File: config.mk
export PLATFORM = sky130hd
export DESIGN_NAME = adcseq_top
export DESIGN_NICKNAME = d
export VERILOG_FILES = /design/src/rtl/adcseq_conv.v /design/src/rtl/adcseq_top.v
export VERILOG_INCLUDE_DIRS = /design/src /design/src/rtl
export SDC_FILE = /design/constraint.sdc
export NUM_CORES = 1
export LEC_CHECK = 0
export BUFFER_PORTS_ARGS = -buffer_cell sky130_fd_sc_hd__buf_4
export CAP_MARGIN = 10
export CORE_MARGIN = 3
export CORE_UTILIZATION = 45
export DETAILED_ROUTE_END_ITERATION = 8
export PLACE_DENSITY = 0.7
export SLEW_MARGIN = 20
export SYNTH_ARGS = -nofsm -noshare
export SYNTH_HDL_FRONTEND = slang
export SYNTH_SLANG_ARGS = --single-unit
export TNS_END_PERCENT = 20
File: constraint.sdc
create_clock -name mclk -period 2.36 [get_ports mclk]
set_clock_uncertainty 0.1 [all_clocks]
set_input_delay 0.118 -clock mclk [delete_from_list [all_inputs] [get_ports mclk]]
set_output_delay 0.118 -clock mclk [all_outputs]
set_load 0.005 [all_outputs]
File: src/rtl/adcseq_consts.vh
// Functional notes
// - Software trigger: conversion starts when start flag changes to one.
// - External trigger: flag one plus falling trigger edge starts or retriggers.
// - No sample-hold: 49 cycles at 8 bits, 59 at 10 bits.
// - Sample-hold: 28 cycles at 8 bits, 33 at 10 bits.
// - Result stored in the register of the converted channel.
// - 10-bit result: low 8 bits in even byte, upper bits odd byte.
// - Reference-connect bit 5 cleared disconnects the resistor ladder.
// - Five modes: one-shot, repeat, single sweep, repeat sweep 0 and 1.
// - Ten inputs: eight standard channels plus two extended inputs.
// - Conversion clock is base clock, divided by two or by four.
// - Three-bit channel select, 000 channel zero to 111 channel seven.
// - Mode field: 00 one-shot, 01 repeat, 10 sweep, 11 repeat sweep.
// - Start flag reads one while conversion enabled, zero when disabled.
`ifndef ADCSEQ_CONSTS_VH
`define ADCSEQ_CONSTS_VH

// ----------------------------------------------------------------
// Register offsets
// ----------------------------------------------------------------
`define ADCSEQ_OFF_CTRL0    8'h00
`define ADCSEQ_OFF_CTRL1    8'h04
`define ADCSEQ_OFF_STATUS   8'h08
`define ADCSEQ_OFF_INT_STAT 8'h10
`define ADCSEQ_OFF_INT_CLR  8'h14
`define ADCSEQ_OFF_INT_EN   8'h18
`define ADCSEQ_OFF_RES0     8'h20
`define ADCSEQ_NUM_CH       4'h0a

// ----------------------------------------------------------------
// Control 0 fields
// ----------------------------------------------------------------
`define ADCSEQ_CH_LSB       0
`define ADCSEQ_CH_MSB       2
`define ADCSEQ_MD_LSB       3
`define ADCSEQ_MD_MSB       4
`define ADCSEQ_TRG_BIT      5
`define ADCSEQ_ST_BIT       6

// ----------------------------------------------------------------
// Control 1 fields
// ----------------------------------------------------------------
`define ADCSEQ_RES10_BIT    0
`define ADCSEQ_SH_BIT       1
`define ADCSEQ_SWP1_BIT     2
`define ADCSEQ_EXT_LSB      3
`define ADCSEQ_EXT_MSB      4
`define ADCSEQ_VREF_BIT     5
`define ADCSEQ_DIV_LSB      6
`define ADCSEQ_DIV_MSB      7

// ----------------------------------------------------------------
// Encodings
// ----------------------------------------------------------------
`define ADCSEQ_MD_ONESHOT   2'h0
`define ADCSEQ_MD_REPEAT    2'h1
`define ADCSEQ_MD_SWEEP     2'h2
`define ADCSEQ_MD_RSWEEP    2'h3
`define ADCSEQ_DIV_1        2'h0
`define ADCSEQ_DIV_2        2'h1
`define ADCSEQ_EXT_NONE     2'h0
`define ADCSEQ_EXT_A        2'h1
`define ADCSEQ_CH_EXT_A     4'h8
`define ADCSEQ_CH_EXT_B     4'h9
`define ADCSEQ_EVT_DONE     0
`define ADCSEQ_EVT_FINISH   1

// ----------------------------------------------------------------
// Conversion lengths in conversion-clock cycles
// ----------------------------------------------------------------
`define ADCSEQ_CYC_8_NOSH   6'd49
`define ADCSEQ_CYC_10_NOSH  6'd59
`define ADCSEQ_CYC_8_SH     6'd28
`define ADCSEQ_CYC_10_SH    6'd33

`endif

File: src/rtl/adcseq_conv.v
`timescale 1ns/1ns
`include "adcseq_consts.vh"
module adcseq_conv (
    input  wire mclk,     // System clock
    input  wire reset,    // Synchronous reset, high
    input  wire tick,     // Conversion clock enable pulse
    input  wire start,    // Start or restart a conversion
    input  wire abort,    // Drop a running conversion
    input  wire res10,    // 10-bit resolution
    input  wire sh_en,    // Sample and hold on
    output reg  busy,     // Conversion in progress
    output reg  done      // One-cycle end of conversion
);
    reg  [5:0] cnt_r;
    reg  [5:0] len;

    always @* begin
        case ({sh_en, res10})
            2'b00:   len = `ADCSEQ_CYC_8_NOSH;
            2'b01:   len = `ADCSEQ_CYC_10_NOSH;
            2'b10:   len = `ADCSEQ_CYC_8_SH;
            default: len = `ADCSEQ_CYC_10_SH;
        endcase
    end

    always @(posedge mclk) begin
        done <= 1'b0;
        if (reset || abort) begin
            busy  <= 1'b0;
            cnt_r <= 6'h00;
        end else if (start) begin
            // Restart wins over a finishing count
            busy  <= 1'b1;
            cnt_r <= 6'h00;
        end else if (busy && tick) begin
            if (cnt_r == len - 6'd1) begin
                busy <= 1'b0;
                done <= 1'b1;
            end
            cnt_r <= cnt_r + 6'd1;
        end
    end
endmodule // adcseq_conv

File: src/rtl/adcseq_top.v
// The implementer's own choices: the register offsets and the APB register port.
`timescale 1ns/1ns
`include "adcseq_consts.vh"
module adcseq_top (
    input  wire        mclk,                // System clock, 125 MHz
    input  wire        reset,               // Synchronous reset, high
    input  wire        psel,                // APB select
    input  wire        penable,             // APB access phase
    input  wire        pwrite,              // APB write
    input  wire [7:0]  paddr,               // APB byte address
    input  wire [31:0] pwdata,              // APB write data
    output wire        pready,              // APB ready
    output reg  [31:0] prdata,              // APB read data
    output wire        pslverr,             // APB error, unmapped
    input  wire        ext_conv_trigger_in, // External trigger pin
    input  wire [9:0]  analog_code_in,      // Digitized analog core value
    output reg  [3:0]  analog_sel,          // Input mux select
    output reg         analog_sample,       // Sample strobe to core
    output wire        vref_connect,        // Ladder to reference
    output wire        irq                  // Level interrupt
);
    // ----------------------------------------------------------------
    // Registers
    // ----------------------------------------------------------------
    reg  [2:0]  chan_sel_r;
    reg  [1:0]  mode_r;
    reg         trig_ext_r;
    reg         conversion_start_flag_r;
    reg         res10_r;
    reg         sh_r;
    reg         sweep1_r;
    reg  [1:0]  ext_sel_r;
    reg         vref_r;
    reg  [1:0]  div_r;
    reg  [1:0]  int_stat_r;
    reg  [1:0]  int_en_r;
    reg  [15:0] res_r [0:9];
    reg  [3:0]  cur_ch_r;
    reg  [2:0]  other_r;
    reg         trig_prev_r;
    reg  [1:0]  div_cnt_r;
    reg         running_r;

    integer     i;

    // ----------------------------------------------------------------
    // Bus decode
    // ----------------------------------------------------------------
    function is_res;
        input [7:0] a;
        begin
            is_res = (a >= `ADCSEQ_OFF_RES0) && (a[1:0] == 2'b00) &&
                     (a < `ADCSEQ_OFF_RES0 + {2'b00, `ADCSEQ_NUM_CH, 2'b00});
        end
    endfunction

    function [3:0] res_idx;
        input [7:0] a;
        reg   [7:0] d;
        begin
            d       = a - `ADCSEQ_OFF_RES0;
            res_idx = d[5:2];
        end
    endfunction

    wire mapped = (paddr == `ADCSEQ_OFF_CTRL0)    ||
                  (paddr == `ADCSEQ_OFF_CTRL1)    ||
                  (paddr == `ADCSEQ_OFF_STATUS)   ||
                  (paddr == `ADCSEQ_OFF_INT_STAT) ||
                  (paddr == `ADCSEQ_OFF_INT_CLR)  ||
                  (paddr == `ADCSEQ_OFF_INT_EN)   ||
                  is_res(paddr);

    wire acc    = psel && penable;
    wire wr     = acc && pwrite && mapped;
    wire wr_c0  = wr && (paddr == `ADCSEQ_OFF_CTRL0);
    wire wr_c1  = wr && (paddr == `ADCSEQ_OFF_CTRL1);
    wire wr_clr = wr && (paddr == `ADCSEQ_OFF_INT_CLR);
    wire wr_en  = wr && (paddr == `ADCSEQ_OFF_INT_EN);

    assign pready  = 1'b1;
    assign pslverr = acc && !mapped;

    // ----------------------------------------------------------------
    // Conversion clock
    // ----------------------------------------------------------------
    // Enable pulse rather than a derived clock keeps one domain
    always @(posedge mclk) begin
        if (reset)
            div_cnt_r <= 2'h0;
        else
            div_cnt_r <= div_cnt_r + 2'h1;
    end

    wire tick = (div_r == `ADCSEQ_DIV_1) ? 1'b1 :
                (div_r == `ADCSEQ_DIV_2) ? div_cnt_r[0] :
                (div_cnt_r == 2'h3);

    // ----------------------------------------------------------------
    // Start sources
    // ----------------------------------------------------------------
    wire st_wr    = wr_c0 && pwdata[`ADCSEQ_ST_BIT];
    wire sw_start = st_wr && !conversion_start_flag_r &&
                    !pwdata[`ADCSEQ_TRG_BIT];
    wire trig_fall = trig_prev_r && !ext_conv_trigger_in;
    wire ext_start = conversion_start_flag_r && trig_ext_r &&
                     trig_fall;
    wire stop_wr  = wr_c0 && !pwdata[`ADCSEQ_ST_BIT];

    always @(posedge mclk) begin
        if (reset)
            trig_prev_r <= 1'b1;
        else
            trig_prev_r <= ext_conv_trigger_in;
    end

    // First channel of a run; a start write brings its own channel
    wire [2:0] new_ch = sw_start ?
        pwdata[`ADCSEQ_CH_MSB:`ADCSEQ_CH_LSB] : chan_sel_r;
    wire [3:0] single_ch =
        (ext_sel_r == `ADCSEQ_EXT_NONE) ? {1'b0, new_ch} :
        (ext_sel_r == `ADCSEQ_EXT_A)    ? `ADCSEQ_CH_EXT_A :
                                          `ADCSEQ_CH_EXT_B;
    wire [1:0] new_mode = sw_start ?
        pwdata[`ADCSEQ_MD_MSB:`ADCSEQ_MD_LSB] : mode_r;
    wire [3:0] first_ch =
        (new_mode[1]) ? 4'h0 : single_ch;

    // ----------------------------------------------------------------
    // Conversion engine
    // ----------------------------------------------------------------
    wire conv_busy;
    wire conv_done;
    // Stop write beats a same-cycle trigger, else the run would hang
    wire go    = sw_start || (ext_start && !stop_wr);
    reg        chain;
    reg  [3:0] next_ch;
    reg  [2:0] next_other;
    reg        finish;

    adcseq_conv u_conv (
        .mclk  (mclk),
        .reset (reset),
        .tick  (tick),
        .start (go || chain),
        .abort (stop_wr),
        .res10 (res10_r),
        .sh_en (sh_r),
        .busy  (conv_busy),
        .done  (conv_done)
    );

    // Channel sequencing after each finished conversion
    always @* begin
        chain      = 1'b0;
        finish     = 1'b0;
        next_ch    = cur_ch_r;
        next_other = other_r;
        if (conv_done && running_r) begin
            case (mode_r)
                `ADCSEQ_MD_ONESHOT: begin
                    finish = 1'b1;
                end
                `ADCSEQ_MD_REPEAT: begin
                    chain = 1'b1;
                end
                `ADCSEQ_MD_SWEEP: begin
                    if (cur_ch_r[2:0] == chan_sel_r) begin
                        finish = 1'b1;
                    end else begin
                        chain   = 1'b1;
                        next_ch = cur_ch_r + 4'h1;
                    end
                end
                default: begin
                    chain = 1'b1;
                    if (!sweep1_r) begin
                        next_ch = (cur_ch_r[2:0] == chan_sel_r) ?
                                  4'h0 : cur_ch_r + 4'h1;
                    end else if (cur_ch_r != 4'h0) begin
                        // Channel zero between every other channel
                        next_ch = 4'h0;
                    end else begin
                        next_other = (other_r >= chan_sel_r) ?
                                     3'h1 : other_r + 3'h1;
                        next_ch    = {1'b0, next_other};
                    end
                end
            endcase
        end
    end

    always @(posedge mclk) begin
        if (reset) begin
            cur_ch_r      <= 4'h0;
            other_r       <= 3'h0;
            running_r     <= 1'b0;
            analog_sel    <= 4'h0;
            analog_sample <= 1'b0;
        end else begin
            analog_sample <= go || chain;
            if (go) begin
                cur_ch_r   <= first_ch;
                other_r    <= 3'h0;
                running_r  <= 1'b1;
                analog_sel <= first_ch;
            end else if (stop_wr || finish) begin
                running_r  <= 1'b0;
            end else if (chain) begin
                cur_ch_r   <= next_ch;
                other_r    <= next_other;
                analog_sel <= next_ch;
            end
        end
    end

    // ----------------------------------------------------------------
    // Results
    // ----------------------------------------------------------------
    always @(posedge mclk) begin
        if (reset) begin
            for (i = 0; i < `ADCSEQ_NUM_CH; i = i + 1)
                res_r[i] <= 16'h0000;
        end else if (conv_done && running_r) begin
            if (res10_r)
                res_r[cur_ch_r] <= {6'h00, analog_code_in};
            else
                res_r[cur_ch_r] <= {8'h00, analog_code_in[9:2]};
        end
    end

    // ----------------------------------------------------------------
    // Control registers
    // ----------------------------------------------------------------
    always @(posedge mclk) begin
        if (reset) begin
            chan_sel_r              <= 3'h0;
            mode_r                  <= 2'h0;
            trig_ext_r              <= 1'b0;
            conversion_start_flag_r <= 1'b0;
            res10_r                 <= 1'b0;
            sh_r                    <= 1'b0;
            sweep1_r                <= 1'b0;
            ext_sel_r               <= 2'h0;
            vref_r                  <= 1'b0;
            div_r                   <= 2'h0;
            int_en_r                <= 2'h0;
        end else begin
            if (wr_c0) begin
                chan_sel_r <= pwdata[`ADCSEQ_CH_MSB:`ADCSEQ_CH_LSB];
                mode_r     <= pwdata[`ADCSEQ_MD_MSB:`ADCSEQ_MD_LSB];
                trig_ext_r <= pwdata[`ADCSEQ_TRG_BIT];
            end
            // Software write beats the hardware clear
            if (wr_c0)
                conversion_start_flag_r <= pwdata[`ADCSEQ_ST_BIT];
            else if (finish)
                conversion_start_flag_r <= 1'b0;
            if (wr_c1) begin
                res10_r   <= pwdata[`ADCSEQ_RES10_BIT];
                sh_r      <= pwdata[`ADCSEQ_SH_BIT];
                sweep1_r  <= pwdata[`ADCSEQ_SWP1_BIT];
                ext_sel_r <= pwdata[`ADCSEQ_EXT_MSB:`ADCSEQ_EXT_LSB];
                vref_r    <= pwdata[`ADCSEQ_VREF_BIT];
                div_r     <= pwdata[`ADCSEQ_DIV_MSB:`ADCSEQ_DIV_LSB];
            end
            if (wr_en)
                int_en_r <= pwdata[1:0];
        end
    end

    // Cleared ladder bit isolates the reference, running or idle
    assign vref_connect = vref_r;

    // ----------------------------------------------------------------
    // Interrupts
    // ----------------------------------------------------------------
    wire [1:0] evt;
    assign evt[`ADCSEQ_EVT_DONE]   = conv_done && running_r;
    assign evt[`ADCSEQ_EVT_FINISH] = finish;

    always @(posedge mclk) begin
        if (reset)
            int_stat_r <= 2'h0;
        else
            // New event wins over a same-cycle clear
            int_stat_r <= (int_stat_r & ~(wr_clr ? pwdata[1:0] : 2'h0)) |
                          evt;
    end

    assign irq = |(int_stat_r & int_en_r);

    // ----------------------------------------------------------------
    // Read data
    // ----------------------------------------------------------------
    always @(posedge mclk) begin
        if (reset) begin
            prdata <= 32'h0000_0000;
        end else if (psel && !penable && !pwrite) begin
            case (paddr)
                `ADCSEQ_OFF_CTRL0:
                    prdata <= {25'h000_0000, conversion_start_flag_r,
                               trig_ext_r, mode_r, chan_sel_r};
                `ADCSEQ_OFF_CTRL1:
                    prdata <= {24'h00_0000, div_r, vref_r, ext_sel_r,
                               sweep1_r, sh_r, res10_r};
                `ADCSEQ_OFF_STATUS:
                    prdata <= {26'h000_0000, running_r, conv_busy,
                               cur_ch_r};
                `ADCSEQ_OFF_INT_STAT:
                    prdata <= {30'h0000_0000, int_stat_r};
                `ADCSEQ_OFF_INT_EN:
                    prdata <= {30'h0000_0000, int_en_r};
                default:
                    prdata <= is_res(paddr) ?
                              {16'h0000, res_r[res_idx(paddr)]} :
                              32'h0000_0000;
            endcase
        end
    end
endmodule // adcseq_top

; Word-level counts from Yosys, hierarchy flattened
; Memories as Yosys holds them, arrays and structs flattened.
; Index checks and enable logic that the tools add are counted.
[classes]
n_bitwise = 9
eq_ne = 18
n_mul = 0
n_div = 0
n_shift = 0
n_mux = 49
order_cmp = 3
addsub = 6
reduce_logical = 62
[op_table]
columns = cell, count
row1 = one-hot mux 16 bit (5 select lines), 1
row2 = 2-to-1 mux 4 bit, 10
row3 = 2-to-1 mux 1 bit, 26
row4 = "== test 8 x 5 -> 1 bit, second input constant", 3
row5 = logical AND 1 bit, 22
row6 = 2-to-1 mux 10 bit, 2
row7 = one-hot mux 6 bit (3 select lines), 1
row8 = 2-to-1 mux 16 bit, 1
row9 = logical NOT 2 bit, 5
row10 = logical OR 1 bit, 10
row11 = nonzero test 2 bit, 5
row12 = OR reduction 10 bit, 1
row13 = 2-to-1 mux 3 bit, 3
row14 = "== test 2 x 1 -> 1 bit, second input constant", 4
row15 = "== test 8 x 3 -> 1 bit, second input constant", 1
row16 = "== test 8 x 4 -> 1 bit, second input constant", 1
row17 = ">= comparator 8 x 6 -> 1 bit, second input constant", 1
row18 = logical NOT 1 bit, 8
row19 = logical NOT 8 bit, 1
row20 = "less-than comparator 8 x 7 -> 1 bit, second input constant", 1
row21 = one-hot mux 4 bit (2 select lines), 1
row22 = OR reduction 2 bit, 4
row23 = "adder 6 x 1 -> 6 bit, second input constant", 1
row24 = "== test 2 bit, second input constant", 3
row25 = 24 further kinds, 31
[totals]
memories = 1
reg_bits = 71
mem_bits_ro = 0
ram_bits = 100
out_inout_bits = 41
latchBits = 0
in_bits = 56
[memory_table]
columns = name, words, word_bits, rd, rd_clocked_by_memory_dff, write_ports, line
row1 = res_r, 10, 10, 1, 0, 10, adcseq_top.v:37  ; reg [15:0] res_r [0:9];

; Depth between registers and ports, before layout
[depth]
depth_word = 16
depth_mapped = 9

; Hierarchy
; Synthesis repeated with hierarchy kept, for this count alone.
[hier_totals]
hier_cells = 753
area_unflattened_um2 = 9121.2
[modules_own_cells]
columns = module, cells_each, area_each_um2, seq_area_each_um2, n_inst
row1 = adcseq_top, 701, 8673.3, 5084.9, 1
row2 = adcseq_conv, 52, 447.9, 160.2, 1

; Least setup slack after synthesis
; Ideal clock, no wire load.
[synth_timing]
kind = flip-flop to flip-flop
from = register cur_ch_r[0]
to = memory res_r[9][0] (netlist bit) (enable)
slack_ns = -0.215
stages_incl_launch_ff = 4
setup_ns = 0.407
path_buffers = 1
t_arrival_ns = 2.068
required_time_ns = 1.853
cell_sequence = dfxtp_1 -> clkbuf_1 -> inv_1 -> o41ai_1
[synth_rtl]
columns = element, line
row1 = start: declaration, adcseq_top.v:38  ; reg [3:0] cur_ch_r;
row2 = start signal: assignment, adcseq_top.v:203  ; cur_ch_r <= first_ch;
row3 = start signal: assignment, adcseq_top.v:210  ; cur_ch_r <= next_ch;
row4 = end: declaration, adcseq_top.v:37

; Worst setup path after layout
[layout_timing]
from = input paddr[1]
to = register cur_ch_r[1]
[layout_between]
elab_chain_cells = 16
[layout_lines]
columns = element, line
row1 = start: declaration, adcseq_top.v:10  ; input wire [7:0] paddr,
row2 = branches (longest 8 deep; another with >= comparator 8 x 6 -> 1 bit), n/a
row3 = logical AND 1 bit *, adcseq_top.v:76  ; wire wr_c0 = wr && (paddr == `ADCSEQ_OFF_CTRL0);
row4 = logical AND 1 bit, adcseq_top.v:102  ; wire st_wr = wr_c0 && pwdata[`ADCSEQ_ST_BIT];
row5 = logical AND 1 bit (2 in series), adcseq_top.v:103  ; wire sw_start = st_wr && !conversion_start_flag_r &&
row6 = 2-to-1 mux 3 bit, adcseq_top.v:118  ; wire [2:0] new_ch = sw_start ?
row7 = 2-to-1 mux 4 bit (no line), n/a
row8 = 2-to-1 mux 4 bit, adcseq_top.v:127  ; (new_mode[1]) ? 4'h0 : single_ch;
row9 = 2-to-1 mux 4 bit, adcseq_top.v:202  ; if (go) begin
; Every way passes the cells marked *.
; A chain may end at the register's enable or synchronous reset.

==> metrics.md <==
| Metric | Value |
|---|---|
| Detail Route Antenna Nets | `0` |
| Total design power | `7.625 mW` |
| Cell chosen for the clock root | `clkbuf_16` |
| Buffer count from post-CTS setup fixing | `0` |
| Total of endpoints with negative setup slack in the final report | `0` |
| Basic-gate share of the synthesized area counting and, or, nand and nor cells | `13.57%` |
| Main area contributors after synthesis | `edfxtp_1 (48%), mux4_2 (11%), dfxtp_1 (10%)` |
| H-tree Lvls | `1` |
| CTS tree | `yes` |
| Number of enable flip-flop cells after synthesis | `152` |
| Antenna diode instance count | `0` |
| Filler Cell Count | `1710` |
| Measured slew at the worst slew-check pin | `0.5897 ns` |
| Remaining routing DRC violations | `0` |
| Outcome | `finished, final reports clean` |
| Met1 routing resource usage after global routing | `28.25%` |
| Vias in the first global route | `6188` |
| Largest net degree at the start of global routing | `37` |
| Clock Sinks | `201` |
| Share of synthesized area spent on multiplexers | `14.02%` |
| Part of the cycle the worst path needs | `92.06%` |
| Total of flip-flops plus latches after synthesis | `201` |
| Required time of the critical path | `2.66 ns` |
| Total via count after detailed routing | `6395` |
| Most area-hungry cell type in the Yosys netlist | `edfxtp_1` |
| Worst-case vdd ir drop | `0.4054 mV` |
| Post-synthesis cell type count | `64` |
| Crit Path Category | `in -> reg` |
| Avg Cell Area, Syn | `12.44 µm²` |
| Total non-filler cell area in the finished layout | `11270 µm²` |
| Area share of xor/xnor cells in the synthesized design | `1.292%` |
| Via-per-instance ratio | `5.590` |
| Static Leakage | `4.204 nW` |
| Initial DRC count | `506` |
| Post-layout instance count excluding filler cells | `1144` |
| Minimum clock period | `2.173 ns` |
| Dominant combinational cell family by area after synthesis | `multiplexers` |
| Global Route met2 Usage | `32.10%` |
| DIE AREA | `22880 µm²` |
| Worst slack at placement | `0.05351 ns` |
| Cell Area, Synth | `9494 µm²` |
| YS warnings | `0` |
| Inst Count DP | `1082` |
| Peak fanout along the critical path | `6` |
| Setup repair after global routing missed its margin | `no` |
| Die Height | `151.3 µm` |
| Cell row count | `52` |
| Area fraction in compound gates after synthesis | `6.049%` |
| Initial core utilization | `46.32%` |
| Total iterations of the first detailed-routing run | `6` |
| Areal power density over the cells | `676.4 nW/µm²` |
| Core Util, Final | `55.01%` |
| TritonCTS Buffers | `22` |
| Commonest non-fill, non-tap cell in the layout | `edfxtp_1` |
| Critical Path Start Type | `input pin` |
| Busiest grt layer | `met2` |
| Crit end category | `register` |
| Arithmetic-cell share of the synthesized area counting full adders, half adders and majority gates | `1.450%` |
| Hold Vio Cnt, Final | `0` |
| Met3 routing resource usage after global routing | `2.753%` |
| Count of buffers inserted at the top-level ports | `49` |
| Fraction of synthesis flops using an asynchronous set or reset pin | `0%` |
| Min setup slack post-route | `0.1874 ns` |
| Area of placed instances | `10330 µm²` |
| Most used cells in the layout excluding fill and tap cells | `edfxtp_1 (152), nor2_1 (129), buf_4 (103), nand2_1 (58), dfxtp_1 (49)` |
| Proportion of synthesized chip area in sequential cells | `58.41%` |
| Final WL | `22.60 mm` |
| Post-synthesis cell count | `763` |
| Peak clock frequency supported by timing | `460.3 MHz` |
| Gr usage total | `19.80%` |
| Clock latency reported for the late side of the worst-skew pair | `0.51 ns` |
| Worst max-slew margin expressed relative to the limit | `60.45%` |
| Signed area change from the synthesized netlist to the final layout | `18.74%` |
| Antenna violations before repair | `0` |
| Weighted congestion at the end of routability-driven global placement | `0.8399` |
| Class of the tightest hold or removal check | `in -> reg` |
| Wire length of the first global-routing pass | `34.91 mm` |
| Number of maximum-capacitance violations | `0` |
| Number of placed I/O pins | `97` |
| Clock slew at reported path FFs | `0.06 ns` |
| Worst path arrival time | `2.48 ns` |
| Total grt overflow | `0` |
| Maximum root-to-sink buffer count | `3` |
| Share of the synthesized area in the top cell type | `48.08%` |
| Post-detailed-placement half-perimeter wirelength | `16.50 mm` |
| Fraction of final layout cells sized beyond drive strength 1 | `23.34%` |
| Average detailed-routed wire length per instance | `19.75 µm` |
| Main synth FF type | `edfxtp_1` |
| Die X | `151.3 µm` |
| Core outline area | `20490 µm²` |
| Final Max Tran Viols | `0` |
| Final #Nets | `925` |
logic make-up after synthesis:
group           after synthesis
simple gates                273
flops                       201
buf+inv                     103
compound gates               83
mux                          76
xor+xnor                     14
fa+ha+maj                    11
other cells                   2
what timing repair did:
action,in CTS,in global routing
hold endpoints to repair,40,0
gates resized for setup,0,4
hold buffers,22,0
endpoints found under the setup margin,0,10
cell usage after synthesis (4+ instances only):
master / instances
a211oi_1: 9
a21oi_1: 19
a22oi_1: 4
a311oi_1: 4
and3_1: 7
buf_1: 6
buf_2: 11
buf_4: 23
clkbuf_1: 36
dfxtp_1: 49
edfxtp_1: 152
ha_1: 11
inv_1: 27
mux2_2: 6
mux2i_1: 25
mux4_2: 45
nand2_1: 58
nand2b_1: 4
nand3_1: 17
nand4_1: 7
nor2_1: 129
nor3_1: 7
nor4_1: 4
o21ai_0: 16
or3_1: 11
xnor2_1: 6
xor2_1: 8
state kept, by name (all words and copies together) (netlist names), 2 cells and up:
signal,count
cur_ch_r,4
res_r,152
div_cnt_r,2
u_conv.cnt_r,6
chan_sel_r,3
int_stat_r,2
ext_sel_r,2
int_en_r,2
other_r,3
prdata,10
div_r,2
mode_r,2
cell type report:
class                   count  area, µm²  area share (%)
flip-flops and latches    201       5545           49.19
multi-input cells         480       3573           31.70
repair buffers            126       1013           8.990
clock buffers              30      610.6           5.416
well taps                 270      337.8           2.997
inverters                  27      101.3          0.8990
clock inverters            10      91.34          0.8102
per-layer routing:
| metal | vias to the layer above | part of all wire [%] |
|---|---|---|
| li1 | 2961 | - |
| met1 | 3193 | 44 |
| met2 | 208 | 48 |
| met3 | 33 | 6.0 |
| met4 | 0 | 1.8 |
| met5 | - | 0 |
worst max-delay path, stage by stage:
cell	delay [ns]
dlygate4sd3_1	0.55
buf_4	0.15
or4_4	0.60
o41a_1	0.47
o21ai_0	0.17
a32oi_1	0.11
a311oi_1	0.30
report_power, final:
group	total [mW]	switching [mW]	internal [mW]	leakage [nW]
combinational	0.448	0.234	0.214	1.89
sequential	3.87	0.0235	3.85	1.97
clock	3.31	1.37	1.93	0.343
path summary, 6_finish.rpt:
check                          from      endpoint  slack (ns)  cells after the start
setup / recovery           paddr[1]   cur_ch_r[1]        0.19                      7
setup reg to reg         other_r[0]   cur_ch_r[2]        0.23                      7
hold reg to reg        div_cnt_r[0]  div_cnt_r[0]        0.35                      1
hold / removal    analog_code_in[3]   res_r[7][3]        0.01                      4
per-stage QoR:
step	hold slack [ns]	setup TNS, ns
6_report	0.009926	0
5_1_grt	0.02501	0
4_1_cts	0.0005660	0
3_5_place_dp	0.2252	0
3_3_place_gp	0.2231	0
2_1_floorplan	0.1246	-0.1198
No activity file was read; power rests on OpenSTA's default activity.
